File: config.mk
export PLATFORM = sky130hd
export DESIGN_NAME = mrtd_decoder
export DESIGN_NICKNAME = d
export VERILOG_FILES = /design/src/mrtd_field_select.v /design/src/mrtd_type_decode.v /design/src/mrtd_decoder.v
export VERILOG_INCLUDE_DIRS = /design/src
export SDC_FILE = /design/constraint.sdc
export NUM_CORES = 1
export LEC_CHECK = 0
export BUFFER_PORTS_ARGS = -buffer_cell sky130_fd_sc_hd__buf_4
export CORE_UTILIZATION = 44
export CTS_CLUSTER_SIZE = 8
export DETAILED_ROUTE_END_ITERATION = 12
export PLACE_DENSITY = 0.92
export SETUP_SLACK_MARGIN = 0.3
export SLEW_MARGIN = 20
export SYNTH_ARGS = -nofsm -noshare
export SYNTH_HDL_FRONTEND = slang
export SYNTH_HIERARCHICAL = 1
export SYNTH_SLANG_ARGS = --single-unit
File: constraint.sdc
create_clock -name clk -period 1.6 [get_ports clk]
set_input_delay 0.32 -clock clk [delete_from_list [all_inputs] [get_ports clk]]
set_output_delay 0.32 -clock clk [all_outputs]
set_load 0.02 [all_outputs]
File: src/mrtd_defs.vh
// Behaviour
// - memory type comes from field bits 2:0
// - extended: bits 7:5 reserved, 4:3 route bits
// - extended encoding only for fixed-range entries
// - standard values unless extended explicitly enabled
// - type zero: uncacheable, no combine, no speculation
// - type one: write-combining, uncached, speculative reads
// - type four: write-through, read allocates only
// - type five: write-protect, write hit invalidates
// - type six: write-back, write miss allocates modified
// - range mechanism disabled forces uncacheable
// - most restrictive of combined types wins
// - eight byte-wide fields per 64-bit fixed entry
`ifndef MRTD_DEFS_VH
`define MRTD_DEFS_VH
`define MRTD_TYPE_MSB 2
`define MRTD_RSV_STD_MSB 7
`define MRTD_RSV_STD_LSB 3
`define MRTD_RSV_EXT_MSB 7
`define MRTD_RSV_EXT_LSB 5
`define MRTD_RD_ROUTE_BIT 4
`define MRTD_WR_ROUTE_BIT 3
`define MRTD_FIELDS 8
`define MRTD_FIELD_W 8
`define MRTD_SEL_W 3
`define MRTD_TYPE_UNCACHED 3'h0
`define MRTD_TYPE_COMBINE 3'h1
`define MRTD_TYPE_THROUGH 3'h4
`define MRTD_TYPE_PROTECT 3'h5
`define MRTD_TYPE_BACK 3'h6
`define MRTD_RANK_UNCACHED 3'h0
`define MRTD_RANK_COMBINE 3'h1
`define MRTD_RANK_PROTECT 3'h2
`define MRTD_RANK_THROUGH 3'h3
`define MRTD_RANK_BACK 3'h4
`define MRTD_RESET_FIELD 8'h00
`endif

File: src/mrtd_field_select.v
`timescale 1ns/1ps
`default_nettype none
`include "mrtd_defs.vh"
// picks one of eight byte-wide type fields out of a 64-bit entry
module mrtd_field_select (
  input wire [63:0] entry,
  input wire [2:0] sel,
  output wire [7:0] field
);
  wire [7:0] slice [0:7];
  genvar i;
  // byte-aligned fields, field i at bits 8i+7:8i
  generate
    for (i = 0; i < `MRTD_FIELDS; i = i + 1) begin : g_slice
      assign slice[i] = entry[i*8 +: 8];
    end
  endgenerate
  assign field = slice[sel];
endmodule // mrtd_field_select
`default_nettype wire

File: src/mrtd_type_decode.v
`timescale 1ns/1ps
`default_nettype none
`include "mrtd_defs.vh"
// decodes one type field into a restriction rank plus route and error flags
module mrtd_type_decode (
  input wire [7:0] field,
  input wire ext_allowed,
  output reg [2:0] rank,
  output reg invalid,
  output reg rsv_err,
  output reg rd_route,
  output reg wr_route
);
  // only the low three bits name the type, in both variants
  always @* begin
    rd_route = 1'b0;
    wr_route = 1'b0;
    invalid = 1'b0;
    case (field[`MRTD_TYPE_MSB:0])
      `MRTD_TYPE_UNCACHED: rank = `MRTD_RANK_UNCACHED;
      `MRTD_TYPE_COMBINE: rank = `MRTD_RANK_COMBINE;
      `MRTD_TYPE_THROUGH: rank = `MRTD_RANK_THROUGH;
      `MRTD_TYPE_PROTECT: rank = `MRTD_RANK_PROTECT;
      `MRTD_TYPE_BACK: rank = `MRTD_RANK_BACK;
      default: begin
        rank = `MRTD_RANK_UNCACHED;
        invalid = 1'b1;
      end
    endcase
    if (ext_allowed) begin
      // route bits live in 4:3 only when extended is in force
      rd_route = field[`MRTD_RD_ROUTE_BIT];
      wr_route = field[`MRTD_WR_ROUTE_BIT];
      rsv_err = |field[`MRTD_RSV_EXT_MSB:`MRTD_RSV_EXT_LSB];
    end else begin
      // software is expected to keep these clear; we just report it
      rsv_err = |field[`MRTD_RSV_STD_MSB:`MRTD_RSV_STD_LSB];
    end
  end
endmodule // mrtd_type_decode
`default_nettype wire

File: src/mrtd_decoder.v
`timescale 1ns/1ps
`default_nettype none
`include "mrtd_defs.vh"
// memory range type decoder: turns range type fields plus the page-level
// type into the cache policy for one access. the decoded policy is registered
// along with lookup_valid, so the policy appears one cycle after lookup_valid
// together with policy_valid_reg, never later.
module mrtd_decoder (
  input wire clk,
  input wire rstn,
  input wire range_enable,
  input wire ext_type_enable,
  input wire global_cache_disable,
  input wire lookup_valid,
  input wire lookup_is_fixed,
  input wire [63:0] fixed_entry,
  input wire [2:0] fixed_field_sel,
  input wire [7:0] var_type_field,
  input wire [2:0] page_rank,
  output reg policy_valid_reg,
  output reg [2:0] policy_rank_reg,
  output reg bypass_cache_reg,
  output reg read_alloc_reg,
  output reg write_alloc_reg,
  output reg write_through_reg,
  output reg write_hit_invalidate_reg,
  output reg write_combine_ok_reg,
  output reg speculate_ok_reg,
  output reg read_memory_route_bit_reg,
  output reg write_memory_route_bit_reg,
  output reg type_invalid_reg,
  output reg reserved_err_reg
);
  wire [7:0] fixed_field;
  wire [7:0] sel_field;
  wire ext_allowed;
  wire [2:0] range_rank;
  wire dec_invalid;
  wire dec_rsv;
  wire dec_rd;
  wire dec_wr;
  reg [2:0] eff_rank;
  reg [2:0] rank_next;

  // most restrictive rank is the numerically smaller one
  function [2:0] mrtd_min_rank;
    input [2:0] a;
    input [2:0] b;
    begin
      mrtd_min_rank = (a < b) ? a : b;
    end
  endfunction

  mrtd_field_select u_sel (
    .entry(fixed_entry),
    .sel(fixed_field_sel),
    .field(fixed_field)
  );

  // variable entries always decode standard even if extended is on
  assign ext_allowed = ext_type_enable & lookup_is_fixed;
  assign sel_field = lookup_is_fixed ? fixed_field : var_type_field;

  mrtd_type_decode u_dec (
    .field(sel_field),
    .ext_allowed(ext_allowed),
    .rank(range_rank),
    .invalid(dec_invalid),
    .rsv_err(dec_rsv),
    .rd_route(dec_rd),
    .wr_route(dec_wr)
  );

  // disabled range mechanism wins regardless of the cache-disable bit;
  // a cache-disable request also forces the uncacheable rank
  always @* begin
    if (!range_enable || global_cache_disable) begin
      eff_rank = `MRTD_RANK_UNCACHED;
    end else begin
      eff_rank = range_rank;
    end
    rank_next = mrtd_min_rank(eff_rank, page_rank);
  end

  // next values of the output flops, one per output
  reg policy_valid_next;
  reg bypass_cache_next;
  reg read_alloc_next;
  reg write_alloc_next;
  reg write_through_next;
  reg write_hit_invalidate_next;
  reg write_combine_ok_next;
  reg speculate_ok_next;
  reg read_memory_route_bit_next;
  reg write_memory_route_bit_next;
  reg type_invalid_next;
  reg reserved_err_next;

  // valid rides the same flop stage as the policy, so the qualifier and
  // the policy it qualifies can never drift apart
  always @* begin
    policy_valid_next = lookup_valid;
  end

  // the policy depends on the final rank alone; spelling out every rank
  // keeps each cache control next to its type. ranks above write-back are
  // meaningless and fall to the default, which never caches
  always @* begin
    case (rank_next)
      `MRTD_RANK_UNCACHED: begin
        // no caching, no merging and no speculative access at all
        bypass_cache_next = 1'b1;
        read_alloc_next = 1'b0;
        write_alloc_next = 1'b0;
        write_through_next = 1'b0;
        write_hit_invalidate_next = 1'b0;
        write_combine_ok_next = 1'b0;
        speculate_ok_next = 1'b0;
      end
      `MRTD_RANK_COMBINE: begin
        // uncached, but writes may merge and reads may run ahead
        bypass_cache_next = 1'b1;
        read_alloc_next = 1'b0;
        write_alloc_next = 1'b0;
        write_through_next = 1'b0;
        write_hit_invalidate_next = 1'b0;
        write_combine_ok_next = 1'b1;
        speculate_ok_next = 1'b1;
      end
      `MRTD_RANK_PROTECT: begin
        // reads allocate; every write reaches memory and kills a hit line
        bypass_cache_next = 1'b0;
        read_alloc_next = 1'b1;
        write_alloc_next = 1'b0;
        write_through_next = 1'b1;
        write_hit_invalidate_next = 1'b1;
        write_combine_ok_next = 1'b0;
        speculate_ok_next = 1'b1;
      end
      `MRTD_RANK_THROUGH: begin
        // reads allocate, write misses do not, write hits update both
        bypass_cache_next = 1'b0;
        read_alloc_next = 1'b1;
        write_alloc_next = 1'b0;
        write_through_next = 1'b1;
        write_hit_invalidate_next = 1'b0;
        write_combine_ok_next = 1'b0;
        speculate_ok_next = 1'b1;
      end
      `MRTD_RANK_BACK: begin
        // both misses allocate; a write miss lands in the modified state
        bypass_cache_next = 1'b0;
        read_alloc_next = 1'b1;
        write_alloc_next = 1'b1;
        write_through_next = 1'b0;
        write_hit_invalidate_next = 1'b0;
        write_combine_ok_next = 1'b0;
        speculate_ok_next = 1'b1;
      end
      default: begin
        // no page rank gets here, since rank_next is at most eff_rank (write-back or below); act uncached anyway
        bypass_cache_next = 1'b1;
        read_alloc_next = 1'b0;
        write_alloc_next = 1'b0;
        write_through_next = 1'b0;
        write_hit_invalidate_next = 1'b0;
        write_combine_ok_next = 1'b0;
        speculate_ok_next = 1'b0;
      end
    endcase
  end

  // route and error flags mean nothing while the range mechanism is off,
  // so they are masked there instead of confusing the consumer
  always @* begin
    read_memory_route_bit_next = dec_rd & range_enable;
    write_memory_route_bit_next = dec_wr & range_enable;
    type_invalid_next = dec_invalid & range_enable;
    reserved_err_next = dec_rsv & range_enable;
  end

  // qualifier and rank flops; reset shows an idle, uncacheable policy
  always @(posedge clk or negedge rstn) begin
    if (!rstn) begin
      policy_valid_reg <= 1'b0;
      policy_rank_reg <= `MRTD_RANK_UNCACHED;
    end else begin
      policy_valid_reg <= policy_valid_next;
      policy_rank_reg <= rank_next;
    end
  end

  // cache control flops; the reset value bypasses the cache so that nothing
  // allocates during reset; after it the flops load the decoded policy every cycle
  always @(posedge clk or negedge rstn) begin
    if (!rstn) begin
      bypass_cache_reg <= 1'b1;
      read_alloc_reg <= 1'b0;
      write_alloc_reg <= 1'b0;
      write_through_reg <= 1'b0;
      write_hit_invalidate_reg <= 1'b0;
      write_combine_ok_reg <= 1'b0;
      speculate_ok_reg <= 1'b0;
    end else begin
      bypass_cache_reg <= bypass_cache_next;
      read_alloc_reg <= read_alloc_next;
      write_alloc_reg <= write_alloc_next;
      write_through_reg <= write_through_next;
      write_hit_invalidate_reg <= write_hit_invalidate_next;
      write_combine_ok_reg <= write_combine_ok_next;
      speculate_ok_reg <= speculate_ok_next;
    end
  end

  // route and error flag flops
  always @(posedge clk or negedge rstn) begin
    if (!rstn) begin
      read_memory_route_bit_reg <= 1'b0;
      write_memory_route_bit_reg <= 1'b0;
      type_invalid_reg <= 1'b0;
      reserved_err_reg <= 1'b0;
    end else begin
      read_memory_route_bit_reg <= read_memory_route_bit_next;
      write_memory_route_bit_reg <= write_memory_route_bit_next;
      type_invalid_reg <= type_invalid_next;
      reserved_err_reg <= reserved_err_next;
    end
  end
endmodule // mrtd_decoder
`default_nettype wire

==> flow_metrics.py, run 1 <==
metrics = {
    "floorplanning": {
        "io_pins": 100,
        "die_w_um": 57.5,
        "dieArea_um2": 3310,
        "fp.dieH_um": 57.5,
        "core-area_um2": 2830,
        "initial_utilization": 0.480,
        "rows": 19,
    },
    "synth": {
        "yosys.area.top_type": "mux4_1",
        "async_flop_share": 1.00,
        "ys_types": 34,
        "synth-simple-area-share": 0.112,
        "netlist_top_cells_area": "mux4_1 (29%), dfrtp_1 (26%), mux2_2 (13%), and2_1 (4.1%), ha_1 (2.8%)",
        "synthAdderAreaFrac": 0.0276,
        "synth_top_family_by_area": "multiplexers",
        "synth_common_cells": "mux2_2 (16), mux4_1 (15), dfrtp_1 (14), and2_1 (9), inv_1 (5)",
        "netlist_area_um2": 1360,
        "synth_top_flop_cell": "dfrtp_1",
        "synth_compound_area_frac": 0.0618,
        "syn_area_per_cell_um2": 13.6,
        "synth-edff-count": 0,
        "syn_nets": 188,
        "ys_warn_count": 6,
        "synthMuxAreaShare": 0.465,
        "ys_seq_area_frac": 0.277,
        "synth-seq-cells": 15,
        "synth_top_area_share": 0.290,
        "synth_xor_area_frac": 0.00645,
        "netlist_instances": 100,
        "yosysMostFrequentCell": "mux2_2",
    },
    "cells_and_area": {
        "post-route-util": 0.917,
        "largest_register_ffs": 3,
        "diodes": 0,
        "drive_above_1_share": 0.854,
        "finalNetCount": 322,
        "synthToLayoutAreaGrowth_pct": 91.2,
        "fin_cells": 264,
    },
    "worst_setup_path": {
        "crit_slowest_cell": "mux4_2",
        "max_stage_delay_ns": 0.50,
        "crit_cells": 12,
        "critPathBufInv": 2,
        "cp_cell_sequence": "buf_12, mux4_2, mux2_4, mux2_4, and3_4, and2_4, ha_4, or3b_4, o22ai_4, mux2i_4, buf_6, mux2i_1",
        "crit_fanout": 7,
        "worst_ep_required_time_ns": 1.80,
        "path_delay_family": "multiplexers",
        "start_kind": "input pin",
        "cp_common_cell": "mux2_4",
        "crit_path_end_kind": "flip-flop",
        "worstSetupPathType": "input pin to flip-flop",
        "worstPathArrival_ns": 3.25,
    },
    "detailed_routing": {
        "wl_um": 6270,
        "ant_nets": 0,
        "wl_per_cell_um": 23.7,
        "vias": 1608,
        "drt_iter0_markers": 65,
        "drtPass1Iterations": 11,
        "drc": 4,
        "viasPerCell": 6.09,
    },
    "power_and_ir_drop": {
        "p_switching_mw": 0.394,
        "combPwrFrac": 0.537,
        "powerDensity_nw_per_um2": 517,
        "totalPowerFinal_mw": 1.34,
        "p_sw_frac": 0.294,
        "p_leak_nw": 1.32,
        "internal_power_mw": 0.947,
        "pwr-share-seq": 0.308,
        "ir_drop_mv": 0.273,
        "clockPowerShare": 0.155,
    },
    "sta": {
        "worst_slack_ns": -1.45,
        "min_period_over_period": 1.90,
        "fmaxAchievable_mhz": 328,
        "setup_viol": 14,
        "fin_setup_tns_ns": -14.41,
        "rsz0062_at_grt": "yes",
        "maxSlewHeadroom": 0.765,
        "hold_viol_final": 0,
        "min_period_ns": 3.05,
        "slew_violations": 0,
        "tightest_slew_ns": 0.348,
    },
    "placement": {
        "numPortBuffers": 99,
        "place_inst": 245,
        "gp_congestion": 0.876,
    },
    "status": {
        "violations": "design-rule violations, negative setup slack",
        "status": "finished with violations",
    },
    "clock_network": {
        "cts_htree_levels": 1,
        "cts_tree": "yes",
        "root_buffer": "clkbuf_4",
        "cts.sinks": 15,
        "cts_buffers": 3,
        "clk_pin_slew_ns": 0.08,
        "cts.path.max_buffers": 2,
    },
    "worst_hold_path": {
        "hold_path.class": "input pin to flip-flop",
        "min_path_cells": 1,
    },
    "grt": {
        "antenna_found_initial": 0,
        "track_usage": 0.355,
        "grt_pass1_vias": 1715,
        "grt_pass1_wl_um": 8430,
        "grt_max_degree": 16,
        "grt_overflow": 0,
    },
    "run": {
        "cap_violations": 0,
    },
}
[metrics by stage]
stage          setup slack, ns  cell area [um^2]  hold slack (ns)
2_1_floorplan            -1.75              1420           0.0244
3_3_place_gp             -1.72              2300            0.171
3_5_place_dp             -1.81              2300            0.176
4_1_cts                  -1.31              2530            0.134
5_1_grt                  -1.52              2590            0.132
6_report                 -1.45              2590            0.140
[final cells by class]
class / count / area [um^2]
clock buffer: 4 / 26.3
fill: 109 / 234
inverter: 5 / 18.8
multi-input combinational: 74 / 1060
sequential: 15 / 377
tap: 31 / 38.8
timing repair buffer: 135 / 1070
[power by group through the flow]
stage | sequential (mW) | combinational, mW | clock, mW
6_report | 0.413 | 0.720 | 0.207
4_1_cts | 0.413 | 0.626 | 0.210
2_1_floorplan | 0.456 | 0.246 | 0
5_1_grt | 0.416 | 0.744 | 0.229
3_5_place_dp | 0.421 | 0.545 | 0
3_3_place_gp | 0.420 | 0.526 | 0
[repair_timing]
item                                    4_1_cts  5_1_grt
hold endpoints to repair                     14        0
pin swaps                                     7        6
endpoints found under the setup margin       14       14
buffers inserted                              9        5
resized for setup                            41       18
hold buffers                                  1        0
[routing by layer]
layer  wire [um]  global-route usage  vias to the layer above
met3         599              0.0658                       53
met2        3300               0.691                      155
met1        1740               0.325                      744
met4         626               0.244                        0
met5           0                   0                        -
li1            -                   -                      656
[logic make-up after synthesis]
logic type      after synthesis
simple gates                 25
compound gates               10
xor+xnor                      1
mux                          35
fa+ha+maj                     3
flops                        15
buf+inv                      11
[path summary, 6_finish.rpt]
path                                    start                      endpoint  slack (ns)
setup / recovery           fixed_field_sel[0]      read_alloc_reg$_DFF_PN0_       -1.45
min in group asynchronous                rstn  policy_rank_reg[2]$_DFF_PN0_        0.43
hold / removal                   lookup_valid    policy_valid_reg$_DFF_PN0_        0.14
max in group asynchronous                rstn    bypass_cache_reg$_DFF_PN1_        0.93
[placed cells by master, fill, tap and decap left out, types with 3 or more instances in the layout]
cell type / count
and2_1: 3
and2_4: 6
buf_4: 125
buf_6: 5
clkbuf_4: 3
dfrtp_1: 14
ha_4: 3
inv_1: 4
mux2_2: 4
mux2_4: 13
mux4_2: 14
(Power assumes the default switching activity.)
==> run 2, diff against run 1 <==
- CORE_UTILIZATION: 44 -> 35
- PLACE_DENSITY: 0.92 -> 0.77
==> run 2 against run 1 <==
  * The flow finishes with violations (negative setup slack)
  * Die area grew 25%
  * Final area is 0.24% higher
  * Sequential cell count did not move
  * Routed wire length shrank 33%
  * Clock-buffer cell count shrank 1
  * Core utilization decreased by 21 points
==> flow_metrics.py, run 2 (synthesis results as in run 1) <==
metrics = {
    "placement": {
        "gp_congestion": 0.768,
        "dpl_cell_area_um2": 2310,
        "dp_hpwl_um": 3280,
        "dp_slack_ns": -1.78,
        "numPortBuffers": 99,
    },
    "detailed_routing": {
        "drc": 0,
        "vias": 1389,
        "ant_nets": 0,
        "wl_um": 4190,
        "wl_per_cell_um": 15.1,
        "drtPass1Iterations": 4,
        "drt_iter0_markers": 60,
        "viasPerCell": 5.01,
    },
    "sta": {
        "hold_slack_ns": 0.173,
        "slew_violations": 0,
        "maxSlewHeadroom": 0.747,
        "hold_viol_final": 0,
        "fmaxAchievable_mhz": 339,
        "min_period_over_period": 1.84,
        "tightest_slew_ns": 0.376,
        "rsz0062_at_grt": "yes",
        "setup_viol": 14,
        "fin_setup_tns_ns": -13.27,
        "min_period_ns": 2.95,
        "worst_slack_ns": -1.35,
    },
    "cells_and_area": {
        "seq_area_um2": 377,
        "fill_cells": 275,
        "synthToLayoutAreaGrowth_pct": 91.6,
        "final_common_cell": "buf_4",
        "finalNetCount": 318,
        "final_cell_mix": "buf_4 (119), dfrtp_1 (14), mux4_2 (13)",
        "drive_above_1_share": 0.817,
        "multi_input_area_um2": 1030,
        "diodes": 0,
        "largest_register_ffs": 3,
        "design_area_um2": 2600,
    },
    "status": {
        "status": "finished with violations",
        "violations": "negative setup slack",
    },
    "worst_setup_path": {
        "max_stage_delay_ns": 0.50,
        "crit_slowest_cell": "mux4_2",
        "crit_fanout": 5,
        "path_delay_family": "multiplexers",
        "worstSetupPathType": "input pin to flip-flop",
        "worst_ep_required_time_ns": 1.77,
        "critPathBufInv": 2,
        "crit_path_end_kind": "flip-flop",
        "worstPathArrival_ns": 3.12,
        "cp_common_cell": "mux2_4",
        "cp_cell_sequence": "buf_12, mux4_2, mux2_4, mux2_4, and3_4, and2_4, ha_4, or3b_4, o22ai_4, mux2i_4, buf_6, mux2i_1",
        "start_kind": "input pin",
    },
    "grt": {
        "antenna_found_initial": 0,
        "grt_pass1_wl_um": 6750,
        "grt_overflow": 0,
        "grt_pass1_vias": 1569,
        "track_usage": 0.217,
        "grt_max_degree": 16,
    },
    "floorplanning": {
        "io_pins": 100,
        "initial_utilization": 0.368,
        "die_w_um": 64.3,
        "core-area_um2": 3690,
        "rows": 22,
        "fp.dieH_um": 64.3,
        "dieArea_um2": 4130,
    },
    "run": {
        "cap_violations": 0,
    },
    "worst_hold_path": {
        "hold_path.class": "input pin to flip-flop",
    },
    "clock_network": {
        "cts_tree": "yes",
        "cts_buffers": 3,
        "cts_htree_levels": 1,
        "cts.path.max_buffers": 2,
        "root_buffer": "clkbuf_8",
        "cts.sinks": 15,
        "clk_pin_slew_ns": 0.06,
    },
    "power_and_ir_drop": {
        "powerDensity_nw_per_um2": 525,
        "totalPowerFinal_mw": 1.37,
        "ir_drop_mv": 0.238,
        "p_leak_nw": 1.28,
    },
}
==> run 2: final cells by class <==
| cell class | count | share of cell area |
|---|---|---|
| Clock buffer | 3 | 0.0159 |
| Clock inverter | 1 | 0.00192 |
| Inverter | 5 | 0.00722 |
| Multi-Input combinational cell | 74 | 0.398 |
| Sequential cell | 15 | 0.145 |
| Tap cell | 48 | 0.0231 |
| Timing Repair Buffer | 131 | 0.409 |
==> run 2: worst paths after layout <==
kind / to / slack [ns] / cells after the start / start
max: read_alloc_reg$_DFF_PN0_ / -1.35 / 12 / fixed_field_sel[0]
max in group asynchronous: bypass_cache_reg$_DFF_PN1_ / 0.92 / 2 / rstn
min: policy_valid_reg$_DFF_PN0_ / 0.17 / 1 / lookup_valid
min in group asynchronous: read_alloc_reg$_DFF_PN0_ / 0.45 / 2 / rstn
==> run 2: timing repair <==
| item | in CTS | in global routing |
|---|---|---|
| hold buffers | 1 | 0 |
| setup buffers | 9 | 2 |
| pin swaps | 8 | 4 |
| gates cloned | 1 | 0 |
| setup endpoints to repair | 14 | 14 |
| hold endpoints to repair | 14 | 0 |
| gates resized for setup | 40 | 6 |
==> run 2: metrics by stage <==
stage | instances | util
2_1_floorplan | 100 | -
3_3_place_gp | 260 | 0.626
3_5_place_dp | 260 | 0.626
4_1_cts | 275 | 0.694
5_1_grt | 277 | 0.705
6_report | 277 | 0.705
==> run 2: layer usage <==
metal	GRT usage	up-vias	wire [um]
met5	0	-	0
met4	0.122	0	159
met3	0.0268	13	244
met2	0.430	77	2350
met1	0.210	652	1430
li1	-	647	-
==> run 2: report_power, final <==
part           leakage (nW)  switching, mW  internal, mW  total, mW
Clock                0.0255          0.130         0.173      0.303
Combinational          1.05          0.223         0.425      0.649
Sequential            0.197        0.00717         0.407      0.414
Total                  1.28          0.361          1.01       1.37
==> run 3, diff against run 2 <==
- TNS_END_PERCENT: not set -> 10
==> run 3 against run 2 <==
  * The flow still finishes with violations (negative setup slack)
  * Power is 2.8% lower
  * Core utilization is 3.2 points lower
  * Global-route usage is 2.9 points lower
  * Clock power is 2% lower
  * Sequential cell count stayed put
  * Clock-buffer cell count stayed put
  * Combinational power is 5.1% lower
  * Worst setup slack better by 0.0091 ns
  * Fmax is 0.31% higher
  * Critical endpoint is now write_alloc_reg$_DFF_PN0_
==> flow_metrics.py, run 3 (synthesis results as in run 1) <==
metrics = {
    "floorplanning": {
        "fp.dieH_um": 64.3,
        "dieArea_um2": 4130,
        "rows": 22,
        "io_pins": 100,
        "initial_utilization": 0.368,
        "die_w_um": 64.3,
        "core-area_um2": 3690,
    },
    "worst_setup_path": {
        "worstSetupPathType": "input pin to flip-flop",
        "crit_path_end_kind": "flip-flop",
        "cp_cell_sequence": "buf_12, mux4_2, mux2_4, mux2_4, nor2b_4, and2_4, ha_2, or3b_4, o22ai_4, mux2i_4, buf_12, nor3b_4",
        "max_stage_delay_ns": 0.48,
        "worst_ep_required_time_ns": 1.77,
        "worstPathArrival_ns": 3.11,
        "cp-endpoint": "write_alloc_reg$_DFF_PN0_",
        "start_kind": "input pin",
        "crit_fanout": 7,
        "crit_cells": 12,
        "crit_slowest_cell": "mux4_2",
        "path_delay_family": "multiplexers",
        "cp-startpoint": "fixed_field_sel[0]",
        "critPathBufInv": 2,
    },
    "grt": {
        "grt_overflow": 0,
        "grt_max_degree": 16,
        "grt_pass1_wl_um": 5840,
        "grt_pass1_vias": 1401,
        "track_usage": 0.188,
        "antenna_found_initial": 0,
    },
    "power_and_ir_drop": {
        "totalPowerFinal_mw": 1.33,
        "p_sw_frac": 0.258,
        "combPwrFrac": 0.464,
        "p_switching_mw": 0.342,
        "powerDensity_nw_per_um2": 535,
        "internal_power_mw": 0.986,
        "pwr-share-seq": 0.312,
        "ir_drop_mv": 0.233,
        "clockPowerShare": 0.224,
        "p_leak_nw": 1.23,
    },
    "detailed_routing": {
        "met3_length_um": 292,
        "drc": 0,
        "drt_iter0_markers": 25,
        "wl_per_cell_um": 13.6,
        "wl_um": 3690,
        "vias": 1314,
        "drtPass1Iterations": 2,
        "highest_layer": "met4",
        "drt-met1-wl_um": 1250,
        "viasPerCell": 4.83,
        "dr_wl_met2_um": 2090,
        "ant_nets": 0,
    },
    "cells_and_area": {
        "diodes": 0,
        "final_common_cell": "buf_4",
        "synthToLayoutAreaGrowth_pct": 82.9,
        "finalNetCount": 313,
        "drive_above_1_share": 0.813,
        "final_cell_mix": "buf_4 (120), mux4_2 (15), dfrtp_1 (14)",
        "largest_register_ffs": 3,
    },
    "sta": {
        "hold_viol_final": 0,
        "fin_setup_tns_ns": -12.88,
        "maxSlewHeadroom": 0.737,
        "min_period_over_period": 1.84,
        "fmaxAchievable_mhz": 340,
        "slew_violations": 0,
        "setup_viol": 14,
        "worst_slack_ns": -1.34,
        "tightest_slew_ns": 0.391,
        "rsz0062_at_grt": "yes",
        "min_period_ns": 2.94,
        "hold_slack_ns": 0.177,
    },
    "placement": {
        "dp_hpwl_um": 3170,
        "dp_slack_ns": -1.75,
        "gp_congestion": 0.780,
        "numPortBuffers": 99,
    },
    "clock_network": {
        "cts_htree_levels": 1,
        "cts_tree": "yes",
        "cts_buffers": 3,
        "clk_pin_slew_ns": 0.05,
        "cts.sinks": 15,
        "cts.path.max_buffers": 2,
        "root_buffer": "clkbuf_8",
    },
    "status": {
        "violations": "negative setup slack",
        "status": "finished with violations",
    },
    "run": {
        "cap_violations": 0,
    },
    "worst_hold_path": {
        "hold_path.class": "input pin to flip-flop",
    },
}
[run 3: changes by cell type in the layout (fill, tap and decap cells not counted), sizes merged]
cell  before  now
buf      130  125
[run 3: repair_timing]
| action | CTS | global route |
|---|---|---|
| cloned | 0 | 0 |
| endpoints found under the setup margin | 14 | 14 |
| pin swaps | 5 | 1 |
| hold endpoints to repair | 14 | 0 |
| buffers inserted | 2 | 0 |
| hold buffers | 1 | 0 |
| gates resized for setup | 31 | 4 |
[run 3: layer usage]
layer  GRT usage  vias to the layer above
met3      0.0357                        3
met5           0                        -
met4      0.0750                        0
met2       0.387                       68
met1       0.175                      612
li1            -                      631
[run 3: area by class of cell]
type | instances | area, um^2
fillers | 295 | 1210
repair buffers | 126 | 993
multi-input cells | 74 | 987
flip-flops and latches | 15 | 377
well taps | 48 | 60.1
clock buffers | 3 | 41.3
inverters | 5 | 18.8
clock inverters | 1 | 5.00
[run 3: metrics by stage]
step	cell area [um^2]	instances	util
6_report	2480	272	0.673
5_1_grt	2480	272	0.673
4_1_cts	2460	272	0.668
3_5_place_dp	2350	265	0.637
3_3_place_gp	2350	265	0.637
2_1_floorplan	1410	100	-
[run 3: worst min path at each step]
stage            startpoint                           end  slack [ns]  cells after the start
2_1_floorplan          rstn  policy_rank_reg[0]$_DFF_PN0_        0.02                      0
3_3_place_gp           rstn    type_invalid_reg$_DFF_PN0_        0.17                      1
3_5_place_dp           rstn      read_alloc_reg$_DFF_PN0_        0.17                      1
4_1_cts        lookup_valid    policy_valid_reg$_DFF_PN0_        0.17                      1
5_1_grt        lookup_valid    policy_valid_reg$_DFF_PN0_        0.17                      1
6_report       lookup_valid    policy_valid_reg$_DFF_PN0_        0.18                      1
[run 3: power groups by stage]
| stage | Combinational [mW] | Sequential, mW | Clock [mW] |
|---|---|---|---|
| after global placement | 0.540 | 0.421 | 0 |
| after CTS | 0.615 | 0.415 | 0.310 |
| after floorplan | 0.243 | 0.456 | 0 |
| final | 0.616 | 0.415 | 0.297 |
| after global routing | 0.658 | 0.416 | 0.327 |
| after detailed placement | 0.553 | 0.421 | 0 |
